$ cat src/hdl/acr_map.svh
// Purpose: Register indices, field positions and timing figures of the converter control block
// Assumes: Included by its bare name wherever the numbers are needed
// Notes: Byte address of a register is four times its index
`ifndef ACR_MAP_SVH
`define ACR_MAP_SVH

// ----------------------------------------------------------------
// Register indices
// ----------------------------------------------------------------
`define ACR_IDX_CSR 8'h36
`define ACR_IDX_HIGH 8'h37
`define ACR_IDX_LOW 8'h38

// ----------------------------------------------------------------
// Control/status fields
// ----------------------------------------------------------------
`define ACR_CSR_DONE 7
`define ACR_CSR_RATE_HI 6
`define ACR_CSR_ON 5
`define ACR_CSR_CHAN_HI 3
`define ACR_CSR_CHAN_LO 0
`define ACR_CSR_RESET 8'h00

// ----------------------------------------------------------------
// Low data fields
// ----------------------------------------------------------------
`define ACR_LOW_QUARTER 3
`define ACR_LOW_RES_HI 1
`define ACR_LOW_RES_LO 0

// ----------------------------------------------------------------
// Result split and channels
// ----------------------------------------------------------------
`define ACR_RES_MSB 9
`define ACR_RES_HIGH_LSB 2
`define ACR_NUM_CHAN 10

// ----------------------------------------------------------------
// Timing
// ----------------------------------------------------------------
`define ACR_CLK_PERIOD_NS 50
`define ACR_STAB_NS 1000
`define ACR_DIV_HALF_LAST 1'b1
`define ACR_DIV_QUARTER_LAST 2'h3

`endif

$ cat src/hdl/acr_pkg.sv
// Purpose: Shared types of the converter control block
// Assumes: Used by scoped names only
// Notes: Constants live in acr_map.svh
package acr_pkg;

	typedef enum logic [1:0] {
		ST_IDLE = 2'b00,
		ST_START = 2'b01,
		ST_BUSY = 2'b10
	} acr_state_e;

	typedef logic [3:0] acr_chan_t;

endpackage

$ cat src/hdl/acr_clk_if.sv
// Purpose: Carries clock selection and the converter clock strobe between modules
// Assumes: Both ends clocked by pclk
// Notes: tick is a one-cycle strobe
`timescale 1ns/1ps
interface acr_clk_if;
	logic rate_hi;
	logic quarter;
	logic tick;

	modport ctl (output rate_hi, output quarter, input tick);
	modport gen (input rate_hi, input quarter, output tick);
endinterface

$ cat src/hdl/acr_clkgen.sv
// Purpose: Derives the converter clock strobe from the core clock
// Assumes: pclk is the core clock; ce freezes the divider
// Notes: Strobe rate is full, half or quarter of pclk
`timescale 1ns/1ps
`include "acr_map.svh"
module acr_clkgen (
	input wire logic pclk,
	input wire logic presetn,
	input wire logic ce,
	acr_clk_if.gen cif
);

	logic [1:0] div_q;
	logic [1:0] div_d;
	logic half_hit;
	logic quarter_hit;

	// ----------------------------------------------------------------
	// Divider
	// ----------------------------------------------------------------
	assign div_d = div_q + 2'h1;
	assign half_hit = (div_q[0] == `ACR_DIV_HALF_LAST);
	assign quarter_hit = (div_q == `ACR_DIV_QUARTER_LAST);

	// Quarter wins over the high-rate select
	assign cif.tick = ce & (cif.quarter ? quarter_hit :
		(cif.rate_hi ? 1'b1 : half_hit));

	always_ff @(posedge pclk or negedge presetn) begin
		if (!presetn) begin
			div_q <= 2'h0;
		end else if (ce) begin
			div_q <= div_d;
		end
	end
endmodule

$ cat src/hdl/acr_top.sv
// Purpose: APB register front end and sequencer for a 10-bit converter core
// Assumes: Inputs synchronous to pclk; the analog core converts on request
// Notes: Results above or below the references are saturated by the core itself
`timescale 1ns/1ps
`include "acr_map.svh"

// Contract
// - Done flag sets at conversion end; high read or status write clears it.
// - High-rate select bit is software read/write in control/status bit 6.
// - Quarter-rate select bit is software read/write in low data bit 3.
// - Clock: both low half, high-rate alone full, quarter select quarter.
// - Converter runs while the on bit is set; only software changes it.
// - Channel field codes zero to nine route inputs zero to nine.
// - High data register shows result bits 9 to 2, read only.
// - Low data register bits 1 and 0 show result bits 1 and 0.
// - Low data bits 7 to 4 and bit 2 always read zero.
// - Reset clears control/status: converter off, input zero, half rate.
// - With converter on, conversions repeat continuously, updating the result each time.
// - Channel change aborts conversion, clears done flag, restarts on new channel.
// - Overrange gives all ones, underrange zero, with no overflow flag.
// - Halt disables the converter; a stabilisation wait follows wakeup.
module acr_top #(
	parameter int ADDR_W = 12,
	parameter int STAB_NS = `ACR_STAB_NS
) (
	input wire logic pclk,
	input wire logic presetn,
	input wire logic ce,
	input wire logic psel,
	input wire logic penable,
	input wire logic pwrite,
	input wire logic [ADDR_W-1:0] paddr,
	input wire logic [31:0] pwdata,
	output logic [31:0] prdata,
	output logic pready,
	output logic pslverr,
	input wire logic halt_mode,
	output logic adc_enable,
	output logic [3:0] adc_chan,
	output logic [`ACR_NUM_CHAN-1:0] adc_mux_sel,
	output logic adc_start,
	output logic adc_abort,
	output logic converter_clock_en,
	input wire logic adc_done,
	input wire logic [9:0] adc_result
);

	// ----------------------------------------------------------------
	// Timing
	// ----------------------------------------------------------------
	localparam int STAB_CYC_I = (STAB_NS + `ACR_CLK_PERIOD_NS - 1) / `ACR_CLK_PERIOD_NS;
	localparam int STAB_CYC_C = (STAB_CYC_I < 1) ? 1 : STAB_CYC_I;
	localparam logic [15:0] STAB_CYC = 16'(STAB_CYC_C);
	localparam logic [7:0] CSR_RST = `ACR_CSR_RESET;
	localparam logic [ADDR_W-1:0] ADDR_CSR = ADDR_W'({`ACR_IDX_CSR, 2'b00});
	localparam logic [ADDR_W-1:0] ADDR_HIGH = ADDR_W'({`ACR_IDX_HIGH, 2'b00});
	localparam logic [ADDR_W-1:0] ADDR_LOW = ADDR_W'({`ACR_IDX_LOW, 2'b00});

	// ----------------------------------------------------------------
	// State
	// ----------------------------------------------------------------
	logic done_q;
	logic done_d;
	logic rate_hi_q;
	logic on_q;
	acr_pkg::acr_chan_t chan_q;
	logic quarter_q;
	logic [7:0] res_high_q;
	logic [1:0] res_low_q;
	logic [31:0] prdata_q;
	logic [31:0] prdata_d;
	logic [15:0] stab_q;
	logic [15:0] stab_d;
	acr_pkg::acr_state_e st_q;
	acr_pkg::acr_state_e st_d;

	// ----------------------------------------------------------------
	// Bus decode
	// ----------------------------------------------------------------
	logic hit_csr;
	logic hit_high;
	logic hit_low;
	logic hit_any;
	logic setup;
	logic access;
	logic wr_csr;
	logic wr_low;
	logic rd_high;
	logic chan_chg;
	logic [7:0] csr_view;
	logic [7:0] low_view;
	logic [7:0] rd_mux;

	assign hit_csr = (paddr == ADDR_CSR);
	assign hit_high = (paddr == ADDR_HIGH);
	assign hit_low = (paddr == ADDR_LOW);
	assign hit_any = hit_csr | hit_high | hit_low;
	assign setup = ce & psel & ~penable;
	assign access = ce & psel & penable;
	assign wr_csr = access & pwrite & hit_csr;
	assign wr_low = access & pwrite & hit_low;
	assign rd_high = access & ~pwrite & hit_high;
	assign chan_chg = wr_csr & (pwdata[`ACR_CSR_CHAN_HI:`ACR_CSR_CHAN_LO] != chan_q);

	// Reserved bit 4 reads zero whatever is written
	assign csr_view = {done_q, rate_hi_q, on_q, 1'b0, chan_q};
	assign low_view = {4'h0, quarter_q, 1'b0, res_low_q};
	assign rd_mux = hit_csr ? csr_view :
		hit_high ? res_high_q :
		hit_low ? low_view : 8'h00;
	assign prdata_d = setup ? {24'h000000, rd_mux} : prdata_q;

	// Zero wait states; read data is latched in the setup cycle
	assign pready = access;
	assign pslverr = access & ~hit_any;
	assign prdata = prdata_q;

	always_ff @(posedge pclk or negedge presetn) begin
		if (!presetn) begin
			prdata_q <= 32'h00000000;
		end else begin
			prdata_q <= prdata_d;
		end
	end

	// ----------------------------------------------------------------
	// Control registers
	// ----------------------------------------------------------------
	always_ff @(posedge pclk or negedge presetn) begin
		if (!presetn) begin
			rate_hi_q <= CSR_RST[`ACR_CSR_RATE_HI];
			on_q <= CSR_RST[`ACR_CSR_ON];
			chan_q <= CSR_RST[`ACR_CSR_CHAN_HI:`ACR_CSR_CHAN_LO];
		end else if (wr_csr) begin
			rate_hi_q <= pwdata[`ACR_CSR_RATE_HI];
			on_q <= pwdata[`ACR_CSR_ON];
			chan_q <= pwdata[`ACR_CSR_CHAN_HI:`ACR_CSR_CHAN_LO];
		end
	end

	always_ff @(posedge pclk or negedge presetn) begin
		if (!presetn) begin
			quarter_q <= 1'b0;
		end else if (wr_low) begin
			quarter_q <= pwdata[`ACR_LOW_QUARTER];
		end
	end

	// ----------------------------------------------------------------
	// Converter clock
	// ----------------------------------------------------------------
	acr_clk_if cif ();

	assign cif.rate_hi = rate_hi_q;
	assign cif.quarter = quarter_q;
	assign converter_clock_en = cif.tick;

	acr_clkgen u_clkgen (
		.pclk(pclk),
		.presetn(presetn),
		.ce(ce),
		.cif(cif)
	);

	// ----------------------------------------------------------------
	// Wakeup stabilisation
	// ----------------------------------------------------------------
	logic stab_zero;
	logic conv_run;

	assign stab_zero = (stab_q == 16'h0000);
	// Held at full count during halt, counts down after wakeup
	assign stab_d = halt_mode ? STAB_CYC : (stab_zero ? stab_q : stab_q - 16'h0001);
	assign conv_run = on_q & ~halt_mode & stab_zero;

	always_ff @(posedge pclk or negedge presetn) begin
		if (!presetn) begin
			stab_q <= 16'h0000;
		end else if (ce) begin
			stab_q <= stab_d;
		end
	end

	// ----------------------------------------------------------------
	// Conversion sequencer
	// ----------------------------------------------------------------
	logic done_acc;

	// A done arriving with a channel change belongs to the old channel
	assign done_acc = adc_done & (st_q == acr_pkg::ST_BUSY) & conv_run & ~chan_chg;

	always_comb begin
		st_d = st_q;
		unique case (st_q)
			acr_pkg::ST_IDLE: begin
				if (conv_run) begin
					st_d = acr_pkg::ST_START;
				end
			end
			acr_pkg::ST_START: begin
				if (!conv_run) begin
					st_d = acr_pkg::ST_IDLE;
				end else if (!chan_chg) begin
					st_d = acr_pkg::ST_BUSY;
				end
			end
			acr_pkg::ST_BUSY: begin
				if (!conv_run) begin
					st_d = acr_pkg::ST_IDLE;
				end else if (chan_chg || done_acc) begin
					st_d = acr_pkg::ST_START;
				end
			end
			default: begin
				st_d = acr_pkg::ST_IDLE;
			end
		endcase
	end

	always_ff @(posedge pclk or negedge presetn) begin
		if (!presetn) begin
			st_q <= acr_pkg::ST_IDLE;
		end else if (ce) begin
			st_q <= st_d;
		end
	end

	assign adc_enable = on_q & ~halt_mode;
	assign adc_start = ce & (st_q == acr_pkg::ST_START) & conv_run & ~chan_chg;
	assign adc_abort = ce & (st_q == acr_pkg::ST_BUSY) & (chan_chg | ~conv_run);
	assign adc_chan = chan_q;

	// ----------------------------------------------------------------
	// Input routing
	// ----------------------------------------------------------------
	genvar gi;
	generate
		for (gi = 0; gi < `ACR_NUM_CHAN; gi = gi + 1) begin : g_mux
			assign adc_mux_sel[gi] = adc_enable & (chan_q == 4'(gi));
		end
	endgenerate

	// ----------------------------------------------------------------
	// Results and done flag
	// ----------------------------------------------------------------
	// Core value passes unchanged, saturation included
	always_ff @(posedge pclk or negedge presetn) begin
		if (!presetn) begin
			res_high_q <= 8'h00;
			res_low_q <= 2'h0;
		end else if (ce && done_acc) begin
			res_high_q <= adc_result[`ACR_RES_MSB:`ACR_RES_HIGH_LSB];
			res_low_q <= adc_result[`ACR_LOW_RES_HI:`ACR_LOW_RES_LO];
		end
	end

	// Set wins over clear
	assign done_d = done_acc ? 1'b1 :
		((wr_csr | rd_high | chan_chg) ? 1'b0 : done_q);

	always_ff @(posedge pclk or negedge presetn) begin
		if (!presetn) begin
			done_q <= CSR_RST[`ACR_CSR_DONE];
		end else if (ce) begin
			done_q <= done_d;
		end
	end
endmodule

$ cat config.mk
export PLATFORM = sky130hd
export DESIGN_NAME = acr_top
export DESIGN_NICKNAME = d
export VERILOG_FILES = /design/src/hdl/acr_pkg.sv /design/src/hdl/acr_clk_if.sv /design/src/hdl/acr_clkgen.sv /design/src/hdl/acr_top.sv
export VERILOG_INCLUDE_DIRS = /design/src /design/src/hdl
export SDC_FILE = /design/constraint.sdc
export NUM_CORES = 1
export LEC_CHECK = 0
export ABC_AREA = 0
export ABC_CLOCK_PERIOD_IN_PS = 5400
export BUFFER_PORTS_ARGS = -buffer_cell sky130_fd_sc_hd__clkbuf_2
export CORE_ASPECT_RATIO = 1.1
export CORE_MARGIN = 5
export CORE_UTILIZATION = 50
export DETAILED_ROUTE_END_ITERATION = 8
export HOLD_SLACK_MARGIN = 0.06
export PLACE_DENSITY = 0.93
export SLEW_MARGIN = 20
export SYNTH_ARGS = -nofsm -noshare
export SYNTH_HDL_FRONTEND = slang
export SYNTH_HIERARCHICAL = 1
export SYNTH_SLANG_ARGS = --single-unit
$ cat constraint.sdc
create_clock -name pclk -period 5.4 [get_ports pclk]
set_input_delay 0.27 -clock pclk [delete_from_list [all_inputs] [get_ports pclk]]
set_output_delay 0.27 -clock pclk [all_outputs]
set_load 0.005 [all_outputs]
=== After elaboration in Yosys (flattened, before gate mapping) ===
Cells that the tools add are included.

* Register bits: 46
* Latch bits: 0
* RAM bits: 0
* Bits in read-only memories: 0
* Input port bits: 62
* Output and inout bits: 52
* Logic and storage cells: 99
* Memories kept: 0

* Add/subtract/negate cells: 2
* Multiply operators: 0
* Div/mod/pow operators: 0
* $lt $le $gt $ge: 0
* Equality and inequality tests: 20
* Shift-type cells: 0
* Mux-type cells: 15
* Bitwise operators: 42
* Reductions and logical operators: 9

{| class="wikitable"
|+ Operator list
! operator !! count
|-
| $eq A12 B8 Y1 const B || 3
|-
| $mux W16 || 2
|-
| $and A1 B1 Y1 || 31
|-
| $eq A4 B3 Y1 const B || 4
|-
| $logic_not A16 Y1 || 1
|-
| $mux W8 || 2
|-
| $sub A16 B1 Y16 const B || 1
|-
| $mux W2 || 5
|-
| $eq A4 B2 Y1 const B || 2
|-
| $eq A4 B4 Y1 const B || 2
|-
| $not A1 Y1 || 6
|-
| $pmux W2 S3 || 1
|-
| $or A1 B1 Y1 || 5
|-
| $eq A2 B2 Y1 const B || 2
|-
| $eq A4 B1 Y1 const B || 1
|-
| $logic_not A4 Y1 || 1
|-
| $mux W1 || 4
|-
| $mux W4 || 1
|-
| $ne A2 B2 Y1 const B || 2
|-
| $ne A4 B4 Y1 || 1
|-
| $reduce_and A2 Y1 || 2
|-
| $reduce_and A4 Y1 || 1
|-
| $ne A3 B2 Y1 const B || 1
|-
| $ne A3 B3 Y1 const B || 1
|-
| other kinds (6) || 6
|}

=== Longest topological paths before layout ===
Gate-level depths: netlist of run 1.

* Word-level depth: 11
* Depth in mapped cells: 7
* Gate-level depth less buffers: 7

=== Hierarchy ===
The synthesis of run 1 kept the hierarchy.

{| class="wikitable"
|+ Modules (own cells, without submodules)
! module !! times used !! cells each !! area an instance (sq um) !! seq. area each (sq um)
|-
| acr_top || 1 || 288 || 2712.6 || 1101.1
|-
| acr_clkgen || 1 || 7 || 102.6 || 50.0
|}

=== Worst setup path before layout of run 1 ===
Ideal clock, no wire load.

* Kind: reg-to-output
* Start point: reg stab_q[0]
* End point: out adc_start
* Data arrival time: 2.007 ns
* Data required time: 5.130 ns
* Slack: 3.123 ns
* Stages on the path, launching flop included: 8
* Path buffers: 0
* Cells stage by stage: dfrtp_1 > inv_1 > ha_1 > or3b_2 > nor4_1 > nand3_1 > or2_2 > nor3_1

* Cells in the longest elaborated chain, start to end: 4

{| class="wikitable"
|+ Ends and longest elaborated chain
! element !! line !! text
|-
| start: declaration || acr_top.sv:72 || <nowiki>logic [15:0] stab_q;</nowiki>
|-
| start signal: assignment || acr_top.sv:180 || <nowiki>stab_q <= stab_d;</nowiki>
|-
| $logic_not A16 Y1 || acr_top.sv:171 || <nowiki>assign stab_zero = (stab_q == 16'h0000);</nowiki>
|-
| $and A1 B1 Y1 || acr_top.sv:174 || <nowiki>assign conv_run = on_q & ~halt_mode & stab_zero;</nowiki>
|-
| $and A1 B1 Y1 (2 in series) || acr_top.sv:229 || <nowiki>assign adc_start = ce & (st_q == acr_pkg::ST_START) & conv_run & ~chan_chg;</nowiki>
|-
| end: declaration || acr_top.sv:41 || <nowiki>output logic adc_start,</nowiki>
|}

Every way passes these cells.

=== Final worst setup path of run 1 ===
Ends and elaborated chain as after synthesis.

==> summary.txt, run 1 <==
Logic synthesis
  – Top-area cell type share of the netlist area: between 40 and 50%
  – Area leader, netlist: dfrtp_1
  – EDFF count, synth: 0
  – Post-Syn Area: 2820 sq um
  – Post-synth cell types: 48
  – Post-synthesis sequential area ratio: 40.9%
  – Largest cells by area after synthesis: dfrtp_1 (41%), buf_4 (6.4%), mux2_4 (5.3%), o21ai_0 (3.6%), mux2_2 (3.2%)
  – Ys async rst share: 100%
  – Synth Register Bits: 46
  – Synth Instances: 295
  – Prevailing post-synth register cell: dfrtp_1
  – Yosys warnings: 6
  – Syn avg cell area: 9.54 sq um

Hold path
  – Hold depth: 2
  – Worst Hold Class: in2reg

Worst setup path
  – Worst Path Arrival: ~2700 ps
  – CP Max Fanout: 4
  – Critical path class: reg2out
  – Crit path capture type: output pin
  – CP Launch Type: register
  – Critical Path RT: 5130 ps
  – Worst R2R Path Depth: 6

Cells and area
  – Syn-to-layout area delta: 12.2%
  – Ratio of cells with drive above 1 in the final layout: 27.0%
  – FILL cells: 461
  – # diodes: 0
  – Nets: approximately 420
  – Final Cell Area: 3160 sq um

Timing
  – Final period util: 55.4%
  – Clock Skews: 6.87 ps
  – Worst-Margin Slew: between 800 and 900 ps
  – RSZ-0062 raised after global routing: no
  – Hold Vio Cnt, Final: 0
  – Final Critical Period: roughly 3000 ps
  – Setup TNS: 0 ps
  – Max Slew Vio Count: 0
  – Max transition margin: 40.8%
  – Peak Freq: 334 MHz
  – Final setup vio count: 0

Floorplan
  – Site Rows: 28
  – Initial core utilization: 51.8%
  – Core box area: approximately 5400 sq um
  – Die height: 88.7 um
  – Total I/O pin count: 114
  – Die X: a little over 80 um
  – Die ar.: 7230 sq um

Placed design
  – Port Buf Inserts: 63
  – Placer Congestion: 0.882
  – Placed inst area: 3070 sq um
  – Post-DP HPWL: 4.99 mm

Route
  – Via-to-Cell Ratio: 5.78
  – DR WL/cell: 15.9 um
  – DRT Wirelength: 6.79 mm
  – Routed Antenna Nets: 0
  – Detailed Routing Iterations Pass 1: 4
  – Vias: 2468
  – # DRC: 0
  – DR iter-0 viols: 119

Global routing
  – Gr ovfl total: 0
  – Vias in the first global route: between 2000 and 2500
  – Largest net degree at the start of global routing: 47
  – Global-route wire length before repair: 10.9 mm
  – Initial antenna violation count: 0
  – GRT Overall Usage: 19.1%

CTS
  – CTS buffer count: 5
  – Worst-skew pair later-pin latency: ~300 ps
  – Clock root cell: clkbuf_8
  – H-tree levels: 2
  – Post-CTS resize count: 0
  – CTS tree: yes
  – CTS sink cnt: 46
  – Clock buffer depth: 2
  – CTS clk-pin slew, worst paths: 80 ps

Power
  – Worst IR Drop VDD: 0.174 mV
  – Pwr Density: 265 nW/um^2
  – Leakage power: 1.54 nW

Run
  – # Max-Cap Violations: 0

Status
  – Status: completed
placed cells by master, fill, tap and decap left out, drive strengths merged, types with 5 or more instances in the layout:
cell type and n:
or4 5, nor3 10, nand2b 7, mux2 18, a22oi 7, xor2 5
clkbuf 67, a21oi 9, nor4 9, inv 10, or3 5, nand2 21
nand3 6, o31ai 5, o21ai 20, dfrtp 46, nor2 22, conb 24
logic make-up after synthesis:
logic type	Yosys count	share of synthesized area, %
buffers and inverters	47	10.0
AOI/OAI and AO/OA	62	14.4
xor gates and xnor gates	5	1.56
other	1	0.133
muxes	18	8.53
DFF	46	40.9
and+or+nand+nor	113	23.1
adders and majority gates	3	1.33
cell type report:
class | count | area (sq um) | area share [%]
Multi-Input combinational cell | 225 | 1470 | 46.5
Sequential cell | 46 | 1150 | 36.4
Timing Repair Buffer | 64 | 328 | 10.4
Tap cell | 75 | 93.8 | 2.97
Clock buffer | 5 | 68.8 | 2.18
Inverter | 10 | 37.5 | 1.19
Clock inverter | 2 | 10.0 | 0.317
per-layer routing:
| metal | part of all wire, % | global-route usage, % |
|---|---|---|
| met2 | 53 | 34.7 |
| met5 | 0 | 0 |
| met1 | 37 | 21.8 |
| met3 | 7.8 | 3.87 |
| met4 | 2.1 | 7.07 |
registers in the layout (all words and copies together), names as in the netlist:
name,count
res_high_q,8
on_q,1
st_q,2
res_low_q,2
prdata,8
u_clkgen/div_q,2
adc_chan,4
cif.rate_hi,1
done_q,1
stab_q,16
cif.quarter,1
worst paths after layout:
check / to / startpoint / slack (ps)
worst max-delay path: adc_start / stab_q[0]$_DFFE_PN0P_ / 2410
worst min-delay path: res_high_q[1]$_DFFE_PN0P_ / adc_result[3] / 210
worst max register to register: res_high_q[6]$_DFFE_PN0P_ / stab_q[0]$_DFFE_PN0P_ / 3020
worst min register to register: prdata[7]$_DFFE_PN0P_ / prdata[7]$_DFFE_PN0P_ / 490
max in group asynchronous: stab_q[0]$_DFFE_PN0P_ / presetn / 4490
min in group asynchronous: res_high_q[2]$_DFFE_PN0P_ / presetn / 520
where the power goes:
part	leakage, nW	switching (mW)	internal (mW)	total (mW)
clock	0.0438	0.115	0.0871	0.203
combinational	0.873	0.119	0.0917	0.211
sequential	0.625	0.0440	0.378	0.422
total	1.54	0.279	0.557	0.835
per-stage QoR:
stage | instances | utilization [%] | hold slack (ps) | power, mW | setup slack [ps]
2_1_floorplan | 318 | - | -25.6 | 0.589 | 3120
3_3_place_gp | 419 | 56.5 | 460 | 0.620 | 2780
3_5_place_dp | 419 | 56.5 | 471 | 0.632 | 2790
4_1_cts | 426 | 57.9 | 203 | 0.833 | 2420
5_1_grt | 427 | 58.2 | 200 | 0.884 | 2170
6_report | 427 | 58.2 | 208 | 0.835 | 2410
synth_stat cells, types with 3 or more instances:
| master | instances |
|---|---|
| a31oi_1 | 3 |
| mux2_4 | 10 |
| nor4b_1 | 3 |
| nand2b_1 | 7 |
| nor2_1 | 22 |
| mux2_2 | 8 |
| buf_4 | 24 |
| nor4_1 | 9 |
| and4_1 | 3 |
| dfrtp_1 | 46 |
| nor2b_1 | 4 |
| clkbuf_1 | 11 |
| o21ai_0 | 20 |
| xor2_1 | 5 |
| nand3_1 | 6 |
| ha_1 | 3 |
| o211ai_1 | 3 |
| inv_1 | 10 |
| nand2_1 | 21 |
| a22oi_1 | 7 |
| nor3b_1 | 3 |
| nor3_1 | 10 |
| or3_1 | 4 |
| a21oi_1 | 9 |
| nand3b_1 | 3 |
| o31ai_1 | 5 |
| or4_1 | 4 |
| o311ai_0 | 4 |
critical path, cell delays in order (launching register included):
cell and delay, ps:
dfrtp_1 410, inv_1 110, ha_1 160, or3b_2 460, nor4_1 450, nand3_1 180
or2_2 350, nor3_1 170, clkbuf_2 140
repair_timing:
item / CTS / global route
endpoints found under the setup margin: 0 / 0
buffers inserted: 0 / 0
hold endpoints to repair: 0 / 46
hold buffers: 0 / 1
(Power assumes the default switching activity.)
==> run 2, diff against run 1 <==
- ABC_CLOCK_PERIOD_IN_PS: 5400 -> 3000
- CORE_UTILIZATION: 50 -> 49
- PLACE_DENSITY: 0.93 -> 0.92
- clock period: 5.4 -> 3 ns (I/O delays scaled with it)
==> run 2 against run 1 <==
Effect of this change:
- worst hold slack worse by 130 ps
- sequential share of layout area is 0.62 points lower
- sequential power is 80% higher
- largest cell class unchanged
- critical path depth stayed put
- power is 83% higher
- critical endpoint unchanged
- register-to-register slack worse by 2400 ps
==> summary.txt, run 2 (same netlist as run 1, synthesis figures left out) <==
Route
  – # DRC: 0 (unchanged)
  – DR iter-0 viols: 128 (+7.6%)
  – Vias: 2400 (-2.8%)
  – DR WL/cell: 15.4 um (-3.3%)
  – Via-to-Cell Ratio: 5.56 (-3.9%)
  – DRT Wirelength: 6.65 mm (-2.2%)
  – Routed Antenna Nets: 0 (unchanged)
  – Detailed Routing Iterations Pass 1: 4 (unchanged)

Worst setup path
  – CP Max Fanout: 4 (unchanged)
  – Critical path class: reg2out
  – Reg2Reg Setup Slack: 650 ps (-2370 ps)
  – Worst R2R Path Depth: 6 (unchanged)
  – Worst Setup EP: adc_start
  – RR Endpoint: res_low_q[1]$_DFFE_PN0P_
  – Critical Path RT: 2850 ps (-2280 ps)
  – Setup crit start: stab_q[0]$_DFFE_PN0P_
  – Worst r2r src: stab_q[0]$_DFFE_PN0P_
  – CP Launch Type: register
  – Crit path capture type: output pin
  – Worst Path Arrival: 2540 ps (-180 ps)

CTS
  – Setup bufs post-CTS: 0 (unchanged)
  – Clock buffer depth: 2 (unchanged)
  – Worst-skew pair later-pin latency: 310 ps (about the same)
  – CTS tree: yes
  – CTS sink cnt: 46 (unchanged)
  – CTS clk-pin slew, worst paths: 90 ps (about the same)
  – H-tree levels: 2 (unchanged)
  – Clock root cell: clkbuf_8
  – CTS buffer count: 5 (unchanged)

Placed design
  – Placer Congestion: 0.898 (+1.8%)
  – Placed cell count: 423 (+0.95%)
  – Port Buf Inserts: 63 (unchanged)
  – Post-DP HPWL: 5.15 mm (+3.3%)

Timing
  – Peak Freq: 372 MHz
  – Max Slew Vio Count: 0 (unchanged)
  – Clock Skews: 18.4 ps (+11.5 ps)
  – Setup TNS: 0 ps (unchanged)
  – Final Critical Period: 2690 ps
  – RSZ-0062 raised after global routing: no
  – Max transition margin: 43.5% (+2.7 points)
  – Hold Vio Cnt, Final: 0 (unchanged)
  – Final period util: between 80% and 90%
  – Final setup vio count: 0 (unchanged)
  – Worst-Margin Slew: 836 ps (-40.3 ps)

Floorplan
  – Core box area: 5660 sq um (+4.2%)
  – Total I/O pin count: 114 (unchanged)
  – Die height: 89.5 um (+0.90%)
  – Die ar.: 7360 sq um (+1.8%)
  – Initial core utilization: 49.7% (-2.1 points)
  – Die X: 82.3 um (+0.89%)
  – Site Rows: 29 (+3.6%)

Status
  – Status: completed

Power
  – Total power: 1.53 mW (+83%)
  – Pwr Density: 477 nW/um^2 (+80%)
  – Worst IR Drop VDD: 0.276 mV (+58%)
  – Leakage power: 1.56 nW (+0.96%)

Cells and area
  – Most common cell after layout, fill and taps aside: clkbuf_2
  – Nets: 419 (+0.48%)
  – # diodes: 0 (unchanged)
  – Ratio of cells with drive above 1 in the final layout: 27.9% (+0.90 points)
  – Non-filler cells, final: 432 (+1.2%)
  – Max FFs per register: 16 (unchanged)
  – Reg with most FFs: stab_q
  – Commonest cells after routing, fill and taps aside: clkbuf_2 (63), dfrtp_1 (46), conb_1 (24)
  – Syn-to-layout area delta: 14.1%

Global routing
  – Vias in the first global route: 2337 (-1.1%)
  – Largest net degree at the start of global routing: 28 (-40%)
  – Global-route wire length before repair: 10.6 mm (-3.3%)
  – Initial antenna violation count: 0 (unchanged)
  – GRT Overall Usage: 18.4% (-0.66 points)
  – Gr ovfl total: 0 (unchanged)

Hold path
  – Worst Hold Class: in2reg

Run
  – # Max-Cap Violations: 0 (unchanged)
[run 2: changes by cell type in the layout (fill, tap and decap cells not counted)]
cell        previous run  this run
buf_16                 0         1
clkbuf_2              62        63
clkinv_2               2         0
clkinvlp_4             0         2
inv_6                  0         1
nor4_1                 9         8
nor4_2                 0         1
[run 2: what timing repair did]
item                       in CTS  in global routing
setup endpoints to repair       0                  2
gates resized for setup         0                  1
hold endpoints to repair       26                  0
hold buffers                    1                  0
[run 2: cell type report]
class	count	area (sq um)
tap	77	96.3
sequential	46	1150
clock inverter	3	23.8
fill	488	2450
clock buffer	5	68.8
inverter	10	37.5
timing repair buffer	66	360
multi-input combinational	225	1480
[run 2: worst max-delay path, stage by stage (launching register included)]
cell	delay (ps)
dfrtp_1	410
inv_1	100
ha_1	180
or3b_2	470
nor4_2	280
nand3_1	150
or2_2	340
nor3_1	170
clkbuf_2	140
[run 2: per-stage QoR]
step | area, sq um | hold WS (ps) | setup WS, ps | utilization, %
2_1_floorplan | 2900 | -146 | 751 | -
3_5_place_dp | 3100 | 253 | 462 | 54.8
6_report | 3210 | 73.8 | 312 | 56.8
5_1_grt | 3210 | 63.2 | 126 | 56.8
3_3_place_gp | 3080 | 386 | 500 | 54.4
4_1_cts | 3210 | 64.8 | 128 | 56.7
[run 2: layer usage]
metal	GRT usage [%]	wire length [um]
met1	21.5	2650
met2	32.8	3420
met3	3.53	400
met4	7.40	179
met5	0	0
[run 2: worst min path at each step]
stage | start | end | slack (ps) | cells after the start
3_3_place_gp | adc_result[3] | res_high_q[1]$_DFFE_PN0P_ | 390 | 2
5_1_grt | adc_result[0] | res_low_q[0]$_DFFE_PN0P_ | 60 | 2
6_report | adc_result[0] | res_low_q[0]$_DFFE_PN0P_ | 70 | 2
2_1_floorplan | presetn | adc_chan[0]$_DFFE_PN0P_ | -150 | 0
3_5_place_dp | presetn | prdata[1]$_DFFE_PN0P_ | 250 | 1
4_1_cts | adc_result[0] | res_low_q[0]$_DFFE_PN0P_ | 60 | 2
[run 2: power breakdown]
group / internal, mW / switching, mW / total, mW
Combinational: 0.170 / 0.208 / 0.378
Sequential: 0.680 / 0.0783 / 0.759
Clock: 0.167 / 0.228 / 0.395
Total: 1.02 / 0.515 / 1.53
==> run 3, diff against run 2 <==
- ABC_CLOCK_PERIOD_IN_PS: 3000 -> 3300
- CORE_UTILIZATION: 49 -> 40
- PLACE_DENSITY: 0.92 -> 0.79
- clock period: 3 -> 3.3 ns (I/O delays scaled with it)
==> run 3 against run 2 <==
Effect of this change:
- combinational power shrank 9.3%
- power fell by 4.9%
- sequential power decreased by 9.0%
- die area is 20% higher
- worst hold slack improved by 14 ps
- first-iteration DRC count down 17%
- critical path depth stayed put
- clock skew shrank 11 ps
- cell area about the same
- setup slack better by 5.1 ps
- register-to-register slack gained 270 ps
- critical path type unchanged
==> summary.txt, run 3 (same netlist as run 1, synthesis figures left out) <==
Cells and area
  – # diodes: 0 (unchanged)
  – Most common cell after layout, fill and taps aside: clkbuf_2
  – Syn-to-layout area delta: 14.2% (about the same)
  – Max FFs per register: 16 (unchanged)
  – Ratio of cells with drive above 1 in the final layout: 27.3% (-0.56 points)
  – Nets: 419 (unchanged)
  – Final core occ: 46.4% (-10 points)
  – Reg with most FFs: stab_q
  – Final Cell Area: 3210 sq um (about the same)
  – Commonest cells after routing, fill and taps aside: clkbuf_2 (63), dfrtp_1 (46), conb_1 (24)

Hold path
  – Worst Hold Class: in2reg

Timing
  – Worst-Margin Slew: 914 ps (+78.1 ps)
  – Setup TNS: 0 ps (unchanged)
  – Hold Vio Cnt, Final: 0 (unchanged)
  – Final setup vio count: 0 (unchanged)
  – Final period util: 90.4%
  – Max transition margin: 38.2% (-5.3 points)
  – RSZ-0062 raised after global routing: no
  – Clock Skews: 7.82 ps (-10.6 ps)
  – Final Critical Period: 2980 ps
  – Max Slew Vio Count: 0 (unchanged)
  – Peak Freq: 335 MHz
  – Hold_ws: 87.8 ps (+14.0 ps)

Worst setup path
  – Worst R2R Path Depth: 6 (unchanged)
  – Crit-path slowest cell: or3b_2
  – Worst Setup EP: adc_start
  – Crit path capture type: output pin
  – CP Launch Type: register
  – Worst r2r src: stab_q[0]$_DFFE_PN0P_
  – Worst path max stage delay: 460 ps (about the same)
  – RR Endpoint: res_high_q[2]$_DFFE_PN0P_
  – CP Max Fanout: 4 (unchanged)
  – Worst path bufs/invs: 2 (unchanged)
  – Worst Path Arrival: 2820 ps (+280 ps)
  – WP depth: 8 (unchanged)
  – Setup crit start: stab_q[0]$_DFFE_PN0P_
  – Critical path class: reg2out
  – Top delay family on crit path: simple AND/OR/NAND/NOR gates
  – Reg2Reg Setup Slack: 920 ps (+270 ps)
  – Crit-path cells: inv_1 -> ha_1 -> or3b_2 -> nor4_1 -> nand3_1 -> or2_2 -> nor3_1 -> clkbuf_2
  – Critical Path RT: 3130 ps (+280 ps)

CTS
  – CTS tree: yes
  – Worst-skew pair later-pin latency: 310 ps (about the same)
  – CTS buffer count: 5 (unchanged)
  – CTS sink cnt: 46 (unchanged)
  – Clock buffer depth: 2 (unchanged)
  – H-tree levels: 2 (unchanged)
  – CTS clk-pin slew, worst paths: 90 ps (about the same)
  – Clock root cell: clkbuf_8

Power
  – Sequential Power Share: 47.4% (-2.1 points)
  – Pwr Density: 453 nW/um^2 (-4.9%)
  – NetSw: 0.461 mW (-11%)
  – Comb power frac: 23.6% (-1.1 points)
  – Sw Share: 31.6% (-2.0 points)
  – Clock power frac: 29.0% (+3.2 points)
  – Leakage power: 1.56 nW (+0.12%)
  – Worst IR Drop VDD: 0.200 mV (-27%)
  – Internal power: 0.997 mW (-2.0%)

Route
  – Vias: 2367 (-1.4%)
  – Routed Antenna Nets: 0 (unchanged)
  – Via-to-Cell Ratio: 5.38 (-3.2%)
  – DR WL/cell: 15.6 um (+1.3%)
  – Detailed Routing Iterations Pass 1: 4 (unchanged)
  – DR iter-0 viols: 106 (-17%)
  – DRT Wirelength: 6.86 mm (+3.2%)
  – # DRC: 0 (unchanged)

Floorplan
  – Initial core utilization: 40.6% (-9.1 points)
  – Die X: 90.0 um (+9.4%)
  – Total I/O pin count: 114 (unchanged)
  – Die height: 98.0 um (+9.5%)
  – Site Rows: 32 (+10%)
  – Die ar.: 8820 sq um (+20%)
  – Core box area: 6930 sq um (+22%)

Global routing
  – Initial antenna violation count: 0 (unchanged)
  – Vias in the first global route: 2422 (+3.6%)
  – Gr ovfl total: 0 (unchanged)
  – GRT Overall Usage: 15.8% (-2.6 points)
  – Global-route wire length before repair: 11.6 mm (+10%)
  – Largest net degree at the start of global routing: 26 (-7.1%)

Status
  – Status: completed

Placed design
  – Placer Congestion: 0.958 (+6.6%)
  – Port Buf Inserts: 63 (unchanged)
  – Placed inst area: 3090 sq um (-0.32%)
  – Post-DP HPWL: 5.29 mm (+2.7%)

Run
  – # Max-Cap Violations: 0 (unchanged)
-- run 3: cell types whose count changed in the layout (fill, tap and decap cells not counted), sizes merged --
cell | before | now
inv | 11 | 10
bufinv | 0 | 1
clkinvlp | 2 | 1
clkbuf | 68 | 69
-- run 3: stage by stage --
step	instances	worst slack (ps)	power [mW]
5_1_grt	440	57.8	1.56
3_5_place_dp	431	695	1.04
4_1_cts	440	336	1.47
6_report	440	317	1.46
3_3_place_gp	431	665	1.02
2_1_floorplan	318	1050	0.964
-- run 3: how the worst min path moves through the flow --
stage                  startpoint                        end  slack [ps]  depth (start not counted)
floorplan                 presetn    adc_chan[0]$_DFFE_PN0P_        -130                          0
global placement          presetn      stab_q[4]$_DFFE_PN0P_         220                          1
detailed placement        presetn      stab_q[4]$_DFFE_PN0P_         220                          1
CTS                 adc_result[3]  res_high_q[1]$_DFFE_PN0P_          80                          2
global route        adc_result[3]  res_high_q[1]$_DFFE_PN0P_          70                          2
finish              adc_result[7]  res_high_q[5]$_DFFE_PN0P_          90                          2
-- run 3: worst reg2reg max path, stage by stage (launching register included) --
cell      delay (ps)
dfrtp_1          410
inv_1            110
ha_1             170
nor4b_1          470
nand4b_4         230
or3_4            540
mux2_4           340
-- run 3: power groups by stage --
stage / Clock [mW] / Sequential, mW / Combinational [mW]
final: 0.423 / 0.691 / 0.343
after global routing: 0.463 / 0.703 / 0.389
after CTS: 0.440 / 0.689 / 0.344
after detailed placement: 0 / 0.700 / 0.341
after global placement: 0 / 0.695 / 0.326
after floorplan: 0 / 0.666 / 0.298
-- run 3: area by class of cell --
| cell class | count | area [sq um] |
|---|---|---|
| clock inverter | 2 | 37.5 |
| sequential | 46 | 1150 |
| multi-input combinational | 225 | 1470 |
| tap | 85 | 106 |
| clock buffer | 6 | 72.6 |
| inverter | 10 | 37.5 |
| fill | 670 | 3710 |
| timing repair buffer | 66 | 340 |
-- run 3: repair_timing --
| action | 4_1_cts | 5_1_grt |
|---|---|---|
| setup buffers | 0 | 0 |
| hold endpoints to repair | 24 | 0 |
| setup endpoints to repair | 0 | 0 |
| hold buffers | 1 | 0 |
| resized for setup | 0 | 0 |
-- run 3: layer usage --
metal,track usage (%),share of wire (%),vias to the layer above
met1,18.5,41,1123
met3,5.55,7.4,8
met5,0,0,-
li1,-,-,1149
met2,27.5,50,87
met4,4.01,1.2,0
